$ cat config.mk
export PLATFORM = sky130hd
export DESIGN_NAME = legacy_compat_io_map
export DESIGN_NICKNAME = d
export VERILOG_FILES = /design/src/verilog/compat_map_pkg.sv /design/src/verilog/fuse_latch.sv /design/src/verilog/legacy_compat_io_map.sv
export VERILOG_INCLUDE_DIRS = /design/src /design/src/verilog
export SDC_FILE = /design/constraint.sdc
export NUM_CORES = 1
export LEC_CHECK = 0
export BUFFER_PORTS_ARGS = -buffer_cell sky130_fd_sc_hd__buf_4
export CAP_MARGIN = 10
export CORE_MARGIN = 5
export CORE_UTILIZATION = 44
export CTS_BUF_LIST = sky130_fd_sc_hd__clkbuf_8 sky130_fd_sc_hd__clkbuf_16
export DETAILED_ROUTE_END_ITERATION = 10
export PLACE_DENSITY = 0.71
export SLEW_MARGIN = 20
export SYNTH_ARGS = -nofsm -noshare
export SYNTH_HDL_FRONTEND = slang
export SYNTH_HIERARCHICAL = 1
export SYNTH_SLANG_ARGS = --single-unit
$ cat constraint.sdc
create_clock -name mclk -period 1.7 [get_ports mclk]
set_clock_uncertainty 0.15 [all_clocks]
set_input_delay 0.17 -clock mclk [delete_from_list [all_inputs] [get_ports mclk]]
set_output_delay 0.17 -clock mclk [all_outputs]
set_load 0.01 [all_outputs]
$ cat src/verilog/compat_map_defs.svh
`ifndef COMPAT_MAP_DEFS_SVH
`define COMPAT_MAP_DEFS_SVH

// Data-space addresses
`define IO_LOW_BASE 16'h0020
`define IO_LOW_TOP 16'h005F
`define EXT_IO_BASE 16'h0060
`define EXT_IO_TOP 16'h00FF
// Low I/O index to data-space offset
`define IO_DATA_OFFSET 16'h0020
// Extended window map
`define PCMSK_LO_ADDR 16'h006B
`define PCMSK_HI_ADDR 16'h006C
`define TMR2_FIRST_ADDR 16'h0080
`define TMR2_LAST_ADDR 16'h008B
`define TMR2_FLAG_ADDR 16'h007C
`define TMR2_MASK_ADDR 16'h007D
`define CLKPR_ADDR 16'h0061
// Legacy and extended vector counts
`define VEC_COUNT_LEGACY 8'h14
`define VEC_COUNT_FULL 8'h1C
// Fuse sample delay after reset release
`define FUSE_SETTLE_CYCLES 4'h2

`endif

$ cat src/verilog/compat_map_pkg.sv
package compat_map_pkg;

  typedef enum logic [2:0] {
    TGT_NONE,
    TGT_RAM,
    TGT_LOW_IO,
    TGT_EXT_IO,
    TGT_EXT_RAM
  } target_t;

  typedef struct packed {
    logic valid;
    logic is_io_instr;
    logic write;
    logic [15:0] addr;
  } cpu_req_t;

  typedef struct packed {
    logic ext_io_sel;
    logic low_io_sel;
    logic ram_sel;
    logic [15:0] addr;
    logic write;
  } decode_t;

  typedef struct packed {
    logic ext_vectors_en;
    logic wdt_timed_seq_en;
    logic rx_double_buf_en;
    logic pin_change_en;
    logic second_timer_en;
  } feature_t;

endpackage

$ cat src/verilog/fuse_latch.sv
`timescale 1ns/1ps
`include "compat_map_defs.svh"

// Captures the fuse once after reset release and holds it until next reset
module fuse_latch (
  input wire logic mclk,
  input wire logic rst_n,
  input wire logic ce,
  input wire logic fuse_pin,
  output logic fuse_r,
  output logic fuse_valid_r
);
  logic sync1_r;
  logic sync2_r;
  logic [3:0] settle_r;

  always_ff @(posedge mclk) begin
    if (!rst_n) begin
      sync1_r <= 1'b0;
      sync2_r <= 1'b0;
    end else if (ce) begin
      sync1_r <= fuse_pin;
      sync2_r <= sync1_r;
    end
  end

  // Decode must never change while the program runs
  always_ff @(posedge mclk) begin
    if (!rst_n) begin
      settle_r <= 4'h0;
      fuse_r <= 1'b0;
      fuse_valid_r <= 1'b0;
    end else if (ce && !fuse_valid_r) begin
      if (settle_r == `FUSE_SETTLE_CYCLES) begin
        fuse_r <= sync2_r;
        fuse_valid_r <= 1'b1;
      end else begin
        settle_r <= settle_r + 4'h1;
      end
    end
  end

  held_a: assert property (@(posedge mclk) disable iff (!rst_n)
      $past(fuse_valid_r) && fuse_valid_r |-> $stable(fuse_r))
    else $error("fuse changed after capture");
endmodule

$ cat src/verilog/legacy_compat_io_map.sv
`timescale 1ns/1ps
`include "compat_map_defs.svh"

module legacy_compat_io_map
  import compat_map_pkg::*;
#(
  parameter logic [15:0] SERIAL0_BAUD_HIGH_ADDR = 16'h0040,
  parameter logic [15:0] SERIAL1_BAUD_HIGH_ADDR = 16'h005C
) (
  input wire logic mclk,
  input wire logic rst_n,
  input wire logic ce,
  input wire logic legacy_compat_fuse,
  input wire cpu_req_t cpu_req,
  output decode_t dec_r,
  output target_t target_r,
  output feature_t feature_r,
  output logic [7:0] vector_count_r,
  output logic serial0_baud_high_sel_r,
  output logic serial1_baud_high_sel_r,
  output logic pin_change_reg_sel_r,
  output logic second_wide_timer_sel_r,
  output logic first_wide_timer_only_r,
  output logic fuse_valid_r,
  output logic unmapped_r
);
  logic fuse_r;
  logic fuse_ok;
  logic in_low;
  logic in_ext;
  logic [15:0] data_addr;
  target_t tgt_nxt;
  logic pcm_hit;
  logic t2_hit;

  fuse_latch u_fuse (
    .mclk(mclk),
    .rst_n(rst_n),
    .ce(ce),
    .fuse_pin(legacy_compat_fuse),
    .fuse_r(fuse_r),
    .fuse_valid_r(fuse_ok)
  );

  // In/out carry a 6-bit I/O index; loads/stores carry a data address
  always_comb begin
    data_addr = cpu_req.is_io_instr ? (cpu_req.addr & 16'h003F) + `IO_DATA_OFFSET
                                    : cpu_req.addr;
    in_low = data_addr >= `IO_LOW_BASE && data_addr <= `IO_LOW_TOP;
    in_ext = !cpu_req.is_io_instr && data_addr >= `EXT_IO_BASE
             && data_addr <= `EXT_IO_TOP;
    pcm_hit = data_addr == `PCMSK_LO_ADDR || data_addr == `PCMSK_HI_ADDR;
    t2_hit = (data_addr >= `TMR2_FIRST_ADDR && data_addr <= `TMR2_LAST_ADDR)
             || data_addr == `TMR2_FLAG_ADDR || data_addr == `TMR2_MASK_ADDR;
    tgt_nxt = TGT_NONE;
    if (!cpu_req.valid || !fuse_ok) begin
      tgt_nxt = TGT_NONE;
    end else if (cpu_req.is_io_instr) begin
      tgt_nxt = TGT_LOW_IO;
    end else if (in_low) begin
      tgt_nxt = TGT_LOW_IO;
    end else if (in_ext) begin
      tgt_nxt = fuse_r ? TGT_EXT_RAM : TGT_EXT_IO;
    end else begin
      tgt_nxt = TGT_RAM;
    end
  end

  always_ff @(posedge mclk) begin
    if (!rst_n) begin
      target_r <= TGT_NONE;
      dec_r <= '0;
      unmapped_r <= 1'b0;
    end else if (ce) begin
      target_r <= tgt_nxt;
      dec_r.ext_io_sel <= tgt_nxt == TGT_EXT_IO;
      dec_r.low_io_sel <= tgt_nxt == TGT_LOW_IO;
      dec_r.ram_sel <= tgt_nxt == TGT_RAM || tgt_nxt == TGT_EXT_RAM;
      dec_r.addr <= data_addr;
      dec_r.write <= cpu_req.write;
      // Requests before fuse capture are dropped so decode never flips mid-run
      unmapped_r <= cpu_req.valid && !fuse_ok;
    end
  end

  // Feature gating follows the captured fuse only
  always_ff @(posedge mclk) begin
    if (!rst_n) begin
      feature_r <= '0;
      vector_count_r <= `VEC_COUNT_LEGACY;
      fuse_valid_r <= 1'b0;
      first_wide_timer_only_r <= 1'b0;
    end else if (ce) begin
      fuse_valid_r <= fuse_ok;
      feature_r.ext_vectors_en <= fuse_ok && !fuse_r;
      vector_count_r <= (fuse_ok && !fuse_r) ? `VEC_COUNT_FULL : `VEC_COUNT_LEGACY;
      feature_r.wdt_timed_seq_en <= fuse_ok && !fuse_r;
      feature_r.rx_double_buf_en <= fuse_ok && !fuse_r;
      feature_r.pin_change_en <= fuse_ok && !fuse_r;
      feature_r.second_timer_en <= fuse_ok && !fuse_r;
      first_wide_timer_only_r <= fuse_ok && fuse_r;
    end
  end

  // Peripheral selects inside the windows
  always_ff @(posedge mclk) begin
    if (!rst_n) begin
      serial0_baud_high_sel_r <= 1'b0;
      serial1_baud_high_sel_r <= 1'b0;
      pin_change_reg_sel_r <= 1'b0;
      second_wide_timer_sel_r <= 1'b0;
    end else if (ce) begin
      serial0_baud_high_sel_r <= tgt_nxt == TGT_LOW_IO
                                 && data_addr == SERIAL0_BAUD_HIGH_ADDR;
      serial1_baud_high_sel_r <= tgt_nxt == TGT_LOW_IO
                                 && data_addr == SERIAL1_BAUD_HIGH_ADDR;
      pin_change_reg_sel_r <= tgt_nxt == TGT_EXT_IO && pcm_hit;
      second_wide_timer_sel_r <= tgt_nxt == TGT_EXT_IO && t2_hit;
    end
  end

  io_instr_low_a: assert property (@(posedge mclk) disable iff (!rst_n)
      ce && cpu_req.valid && fuse_ok && cpu_req.is_io_instr |=> target_r == TGT_LOW_IO)
    else $error("in/out reached a non-low target");
  io_not_ext_a: assert property (@(posedge mclk) disable iff (!rst_n)
      ce && cpu_req.valid && cpu_req.is_io_instr |=> !dec_r.ext_io_sel && !dec_r.ram_sel)
    else $error("in/out reached the extended window");
  ext_io_map_a: assert property (@(posedge mclk) disable iff (!rst_n)
      ce && cpu_req.valid && fuse_ok && !fuse_r && in_ext
      |=> dec_r.ext_io_sel && target_r == TGT_EXT_IO)
    else $error("extended window not I/O in full mode");
  low_map_a: assert property (@(posedge mclk) disable iff (!rst_n)
      ce && cpu_req.valid && fuse_ok && !cpu_req.is_io_instr && in_low
      |=> dec_r.low_io_sel && !dec_r.ram_sel)
    else $error("low I/O address not decoded as I/O");
  io_offset_a: assert property (@(posedge mclk) disable iff (!rst_n)
      ce && cpu_req.valid && fuse_ok && cpu_req.is_io_instr
      |=> dec_r.addr == {10'h000, $past(cpu_req.addr[5:0])} + `IO_DATA_OFFSET)
    else $error("in/out index not offset into data space");
  ext_ram_a: assert property (@(posedge mclk) disable iff (!rst_n)
      ce && fuse_ok && fuse_r && in_ext && cpu_req.valid |=> dec_r.ram_sel && !dec_r.ext_io_sel)
    else $error("extended window not RAM in legacy mode");
  ram_above_a: assert property (@(posedge mclk) disable iff (!rst_n)
      ce && cpu_req.valid && fuse_ok && !cpu_req.is_io_instr && data_addr > `EXT_IO_TOP
      |=> target_r == TGT_RAM && dec_r.ram_sel)
    else $error("address above the window not RAM");
  vec_a: assert property (@(posedge mclk) disable iff (!rst_n)
      ce && fuse_ok && fuse_r |=> vector_count_r == `VEC_COUNT_LEGACY)
    else $error("extended vectors in legacy mode");
  vec_full_a: assert property (@(posedge mclk) disable iff (!rst_n)
      ce && fuse_ok && !fuse_r |=> vector_count_r == `VEC_COUNT_FULL && feature_r.ext_vectors_en)
    else $error("extended vectors missing in full mode");
  features_on_a: assert property (@(posedge mclk) disable iff (!rst_n)
      ce && fuse_ok && !fuse_r |=> feature_r == 5'h1F && !first_wide_timer_only_r)
    else $error("feature missing in full mode");
  wdt_seq_a: assert property (@(posedge mclk) disable iff (!rst_n)
      fuse_valid_r && fuse_r |-> !feature_r.wdt_timed_seq_en)
    else $error("timed sequence enforced in legacy mode");
  rx_buf_a: assert property (@(posedge mclk) disable iff (!rst_n)
      feature_r.rx_double_buf_en |-> fuse_valid_r && !fuse_r)
    else $error("double buffer on in legacy mode");
  rx_single_a: assert property (@(posedge mclk) disable iff (!rst_n)
      ce && fuse_ok && fuse_r |=> !feature_r.rx_double_buf_en)
    else $error("double buffer kept in legacy mode");
  pcint_off_a: assert property (@(posedge mclk) disable iff (!rst_n)
      pin_change_reg_sel_r |-> !fuse_r)
    else $error("pin-change register reached in legacy mode");
  pcint_en_a: assert property (@(posedge mclk) disable iff (!rst_n)
      feature_r.pin_change_en |-> fuse_valid_r && !fuse_r)
    else $error("pin-change enabled in legacy mode");
  pcint_sel_a: assert property (@(posedge mclk) disable iff (!rst_n)
      ce && cpu_req.valid && fuse_ok && !fuse_r && in_ext && pcm_hit |=> pin_change_reg_sel_r)
    else $error("pin-change register not selected");
  timer2_off_a: assert property (@(posedge mclk) disable iff (!rst_n)
      second_wide_timer_sel_r || feature_r.second_timer_en |-> !fuse_r)
    else $error("second timer reachable in legacy mode");
  timer2_sel_a: assert property (@(posedge mclk) disable iff (!rst_n)
      ce && cpu_req.valid && fuse_ok && !fuse_r && in_ext && t2_hit |=> second_wide_timer_sel_r)
    else $error("second timer register not selected");
  timer1_only_a: assert property (@(posedge mclk) disable iff (!rst_n)
      first_wide_timer_only_r |-> fuse_valid_r && fuse_r && !feature_r.second_timer_en)
    else $error("first timer only flag wrong");
  baud_sel_a: assert property (@(posedge mclk) disable iff (!rst_n)
      ce && cpu_req.valid && fuse_ok && cpu_req.is_io_instr
      && data_addr == SERIAL1_BAUD_HIGH_ADDR |=> serial1_baud_high_sel_r)
    else $error("serial1 baud high not selected");
  baud0_sel_a: assert property (@(posedge mclk) disable iff (!rst_n)
      ce && cpu_req.valid && fuse_ok && in_low
      && data_addr == SERIAL0_BAUD_HIGH_ADDR |=> serial0_baud_high_sel_r)
    else $error("serial0 baud high not selected");
  // Sampled reset in the antecedent; disable iff only sees the live level
  pre_capture_a: assert property (@(posedge mclk) disable iff (!rst_n)
      rst_n && ce && cpu_req.valid && !fuse_ok |=> unmapped_r && target_r == TGT_NONE)
    else $error("request before capture was decoded");
  // Mode outputs may only move across a reset
  mode_held_a: assert property (@(posedge mclk) disable iff (!rst_n)
      fuse_valid_r && $past(fuse_valid_r) |-> $stable(feature_r) && $stable(vector_count_r))
    else $error("mode changed while running");
  // Clock enable low freezes every register
  freeze_hold_a: assert property (@(posedge mclk) disable iff (!rst_n)
      rst_n && !ce |=> $stable(target_r) && $stable(dec_r) && $stable(feature_r)
      && $stable(vector_count_r) && $stable(unmapped_r))
    else $error("state moved while clock enable low");

  ext_io_c: cover property (@(posedge mclk) dec_r.ext_io_sel);
  ext_ram_c: cover property (@(posedge mclk) target_r == TGT_EXT_RAM);
  baud0_c: cover property (@(posedge mclk) serial0_baud_high_sel_r);
  legacy_c: cover property (@(posedge mclk) first_wide_timer_only_r);
  dropped_c: cover property (@(posedge mclk) unmapped_r);
endmodule

# --- Word level (Yosys, flattened, before mapping) ---
# Index checks and enable logic that the tools add are counted.
op_classes:
  n_addsub: 2
  magnitude_cmp: 6
  eq_ne: 11
  mux: 7
  bitwise_logic: 1
  reduce_logical: 23
op_table:
  columns: ["op", "n"]
  rows:
  - ["$eq 16x7->1 const B", 6]
  - ["$le 16x8->1 const B", 2]
  - ["$ge 16x6->1 const B", 1]
  - ["$ge 16x7->1 const B", 1]
  - ["$ge 16x8->1 const B", 1]
  - ["$le 16x7->1 const B", 1]
  - ["$mux 16", 1]
  - ["$mux 3", 5]
  - ["$logic_and 1x1->1", 12]
  - ["$add 6x6->7 const B", 1]
  - ["$eq 3x2->1 const B", 2]
  - ["$logic_or 1x1->1", 5]
  - ["$add 4x1->4 const B", 1]
  - ["$eq 4x2->1 const B", 1]
  - ["$logic_not 1->1", 4]
  - ["$mux 4", 1]
  - ["$reduce_and 2->1", 2]
  - ["$eq 3x1->1 const B", 1]
  - ["$eq 3x3->1 const B", 1]
  - ["$not 1->1", 1]
totals:
  ff_bits: 47

# --- Depth between registers and ports, before layout ---
depth:
  word_depth: 11
  mapped_depth: 5
  ltp_nobuf: 5

# --- By module ---
# The synthesis kept the hierarchy.
modules_own_cells:
  columns: ["mod", "instances", "cells_per_inst", "area_each_um2", "seq_area_each_um2"]
  rows:
  - ["legacy_compat_io_map", 1, 162, 1427.6, 620.6]
  - ["fuse_latch", 1, 38, 377.9, 160.2]

# --- Worst setup path after synthesis ---
# No wires, ideal clock.
synth_path:
  kind: "input-to-reg"
  from: "in cpu_req[14] in the netlist's numbering"
  to: "reg second_wide_timer_sel_r"
  setup_ps: 69
  t_arrival_ps: 1550
  required_ps: 1481
  path_slack_ps: -69
  path_stages: 4
  path_buffers: 0
  path_cell_list: "or4_4 -> a2111oi_4 -> or3b_1 -> o21ai_1"
synth_via:
  elab_chain_len: 10
synth_rtl:
  columns: ["element", "line_no", "source"]
  rows:
  - ["start: declaration", "legacy_compat_io_map.sv:14", "input wire cpu_req_t cpu_req,"]
  - ["$mux 16 *", "legacy_compat_io_map.sv:47", "data_addr = cpu_req.is_io_instr ? (cpu_req.addr & 16'h003F) + `IO_DATA_OFFSET"]
  - ["$ge 16x7->1 (no source line)", null, null]
  - ["$logic_and 1x1->1 (no source line) (2 in series)", null, null]
  - ["$mux 3", "legacy_compat_io_map.sv:62", "end else if (in_ext) begin"]
  - ["$mux 3", "legacy_compat_io_map.sv:60", "end else if (in_low) begin"]
  - ["$mux 3", "legacy_compat_io_map.sv:58", "end else if (cpu_req.is_io_instr) begin"]
  - ["$mux 3", "legacy_compat_io_map.sv:56", "if (!cpu_req.valid || !fuse_ok) begin"]
  - ["$eq 3x2->1", "legacy_compat_io_map.sv:118", "second_wide_timer_sel_r <= tgt_nxt == TGT_EXT_IO && t2_hit;"]
  - ["$logic_and 1x1->1 *", "legacy_compat_io_map.sv:118", null]
  - ["end signal: assignment", "legacy_compat_io_map.sv:118", null]
  - ["end: declaration", "legacy_compat_io_map.sv:22", "output logic second_wide_timer_sel_r,"]
# Mark *: on every way between the ends. The rest lies on a longest branch, timed or not.
# A chain may end at the register's enable or synchronous reset.

# --- Worst setup path in the final report ---
layout_path:
  from: "in cpu_req[1] in the netlist's numbering"
  to: "reg pin_change_reg_sel_r"
layout_via:
  elab_chain_len: 11
layout_rtl:
  columns: ["element", "line_no", "source"]
  rows:
  - ["$add 6x6->7 (no source line)", null, null]
  - ["$mux 16 *", "legacy_compat_io_map.sv:47", null]
  - ["$ge 16x7->1 (no source line)", null, null]
  - ["$logic_and 1x1->1 (no source line) (2 in series)", null, null]
  - ["$mux 3", "legacy_compat_io_map.sv:62", null]
  - ["$mux 3", "legacy_compat_io_map.sv:60", null]
  - ["$mux 3", "legacy_compat_io_map.sv:58", null]
  - ["$mux 3", "legacy_compat_io_map.sv:56", null]
  - ["$eq 3x2->1", "legacy_compat_io_map.sv:117", "pin_change_reg_sel_r <= tgt_nxt == TGT_EXT_IO && pcm_hit;"]
  - ["$logic_and 1x1->1 *", "legacy_compat_io_map.sv:117", null]
  - ["end signal: assignment", "legacy_compat_io_map.sv:117", null]
  - ["end: declaration", "legacy_compat_io_map.sv:21", "output logic pin_change_reg_sel_r,"]
# Marks and branches as above.

==> impl_metrics.yaml <==
die:
  ios: 66
  die_w_um: 74.1
  initial_core_util_pct: 45.1
  die_h_um: 74.1
  fp-row-count: 23
  coreArea_um2: 4000
  die_area_um2: 5480
hold_path:
  hold_path.class: "primary input to flop"
worst_setup_path:
  reg2reg_to: "second_wide_timer_sel_r$_SDFFE_PN0P_"
  reg2reg_setup_slack_ps: 80
  start_kind: "primary input"
  cp-endpoint: "pin_change_reg_sel_r$_SDFFE_PN0P_"
  cp-end-kind: "flop"
  crit_start: "cpu_req[1]"
  worst-r2r-cell-count: 4
  required_ps: 1780
  rr_startpoint: "u_fuse/fuse_valid_r$_SDFFE_PN0P_"
  cp_data_arrival_time_ps: 1730
  path_class: "primary input to flop"
  worst-path-max-fanout: 4
route:
  drt_iter0_markers: 109
  post-route-drc-count: 0
  vias: 1723
  drt_wl_total_mm: 4.66
  post_drt_wl_per_cell_um: 14.0
  via_per_inst: 5.16
  first_pass_iters: 4
  ant_nets: 0
sta:
  finalMaxSlewViolations: 0
  fin_ws_ps: 52.4
  setup_violations: 0
  hold_viol: 0
  min_period_ps: 1650
  fin_crit_sh_pct: 96.9
  slew_headroom_pct: 59.8
  rsz0062_at_grt: "true"
  fmax_mhz: 607
  tightest_slew_ps: 601
layout:
  drive_gt1_share_pct: 34.9
  ff_latch_area_um2: 782
  syn_to_final_growth_pct: 43.1
  fin_nets: 308
  multi_input_area_um2: 921
  diodes: 0
  fill_cells: 340
global_route:
  antenna_found_initial: 0
  grt_pass1_wl_mm: 7.45
  grt_pass1_vias: 1652
  grt_max_degree: 19
  gr-total-overflow: 0
  grt_use_total_pct: 17.9
clocking:
  cts-root-to-sink-buffers: 2
  h-tree-depth: 2
  cts_tree: "done"
  worstSkewPairLatency_ps: 290
  cts_buffers: 5
  root_buffer: "clkbuf_8"
  clkTransAtPathRegs_ps: 70
  cts_sinks: 39
placement:
  port_buffers: 58
  place_congestion: 0.820
  dp_slack_ps: -201
  place_hpwl_mm: 3.37
status:
  status: "completed"
synth:
  synth_most_common_cell: "dfxtp_1"
  syn_area_um2: 1810
  synth_warnings: 6
  synth_edf_count: 0
  yosys_register_bits: 39
  synthTopCellsByCount: "dfxtp_1 (39), nor2_1 (25), nand2_1 (16)"
  yosysSeqAreaShare_pct: 43.2
  synthArstFlopShare_pct: 0
  synth_top_cell_by_area: "dfxtp_1"
  syn_avg_cell_area_um2: 9.03
  synth_area_leaders: "dfxtp_1 (43%), mux2i_1 (6.7%), nor2_1 (5.2%)"
  ys.flop_type: "dfxtp_1"
  ys_types: 51
  syn_inst: 200
  yosysTopAreaCellShare_pct: 43.2
power:
  p_sw_uw: 502
  pwr-share-comb_pct: 16.4
  swShare_pct: 25.3
  peakVddDrop_v: 0.000511
  clockPowerShare_pct: 34.6
  fin_total_pwr_mw: 1.98
  power_frac_seq_pct: 49.0
  powerDensity_nw_per_um2: 768
  p_leak_nw: 1.14
  intPower_mw: 1.48
flow_run:
  cap_violations: 0
-- layer usage --
layer / GRT usage [%] / routed length [um] / vias to the layer above
li1: - / - / 865
met4: 9.46 / 133 / 0
met5: 0 / 0 / -
met1: 20.4 / 1930 / 794
met3: 6.89 / 385 / 11
met2: 29.0 / 2210 / 53
-- cells in the final DEF (no fill, tap or decap), drive strengths merged, types with 3 or more instances in the layout --
cell,netlist,layout
nor2b,4,4
nand3,6,6
a21oi,13,13
clkbuf,3,7
inv,4,5
nor2,25,25
dfxtp,39,39
a22oi,9,9
or4,3,3
nand2,16,16
o21ai,7,7
mux2i,12,12
dlygate4sd3,0,11
nand2b,5,5
buf,16,79
conb,2,7
-- how the worst min path moves through the flow --
stage	startpoint	endpoint	slack (ps)	cells past startpoint
floorplan	rst_n	target_r[1]$_SDFFE_PN0P_	140	1
global placement	cpu_req[16]	dec_r[0]$_SDFFE_PN0P_	260	3
finish	cpu_req[4]	dec_r[5]$_SDFFE_PN0P_	3	3
detailed placement	cpu_req[16]	dec_r[0]$_SDFFE_PN0P_	270	3
CTS	cpu_req[4]	dec_r[5]$_SDFFE_PN0P_	3	3
global route	cpu_req[4]	dec_r[5]$_SDFFE_PN0P_	20	3
-- worst max-delay path, stage by stage --
cell and delay [ps]:
dlygate4sd3_1 530, buf_4 150, nor2_1 140, a21oi_1 80, or4b_1 520, o21ai_2 130
-- cell families (layout without fill, tap and decap cells) --
group | count (synthesis) | in the layout | synth area share, %
and+or+nand+nor | 78 | 78 | 23.5
AOI/OAI and AO/OA | 43 | 43 | 17.0
DFF | 39 | 39 | 43.2
buffers and inverters | 23 | 102 | 7.35
muxes | 12 | 12 | 6.65
adders and majority gates | 2 | 2 | 1.39
other | 2 | 7 | 0.416
xor gates and xnor gates | 1 | 1 | 0.485
-- per-stage QoR --
step | area [um^2] | setup TNS (ps) | cells | utilization [%] | hold WS, ps
2_1_floorplan | 1830 | -20.1 | 205 | - | 138
3_3_place_gp | 2360 | -358 | 314 | 59.0 | 259
3_5_place_dp | 2360 | -501 | 314 | 59.0 | 267
4_1_cts | 2570 | 0 | 333 | 64.2 | 3.27
5_1_grt | 2580 | -48.8 | 334 | 64.6 | 16.0
6_report | 2580 | 0 | 334 | 64.6 | 3.27
-- area by class of cell --
type | instances | area share [%]
Multi-Input combinational cell | 143 | 35.6
Sequential cell | 39 | 30.3
Timing Repair Buffer | 90 | 27.2
Clock buffer | 7 | 3.73
Tap cell | 50 | 2.42
Inverter | 4 | 0.581
Clock inverter | 1 | 0.145
-- what timing repair did --
item                                   CTS  global route
pin swaps                                1             2
endpoints found under the hold margin   11             0
buffers inserted                         0             1
gates resized for setup                  0             3
hold buffers                            11             0
setup endpoints to repair                2             2
-- power by group through the flow --
stage,Sequential [mW],Clock (mW),Combinational [mW]
floorplan,1.00,0,0.154
global placement,0.992,0,0.299
detailed placement,0.992,0,0.304
CTS,0.971,0.703,0.323
global route,0.977,0.752,0.358
finish,0.972,0.687,0.325
-- state kept, by name (all words and copies together), names as in the netlist --
signal / cells
dec_r: 20
u_fuse/settle_r: 4
target_r: 3
first_wide_timer_only_r: 1
fuse_valid_r: 1
pin_change_reg_sel_r: 1
second_wide_timer_sel_r: 1
serial0_baud_high_sel_r: 1
serial1_baud_high_sel_r: 1
u_fuse/fuse_r: 1
u_fuse/fuse_valid_r: 1
u_fuse/sync1_r: 1
u_fuse/sync2_r: 1
unmapped_r: 1
vector_count_r: 1
Note: power is estimated with default switching activity, not from simulation.
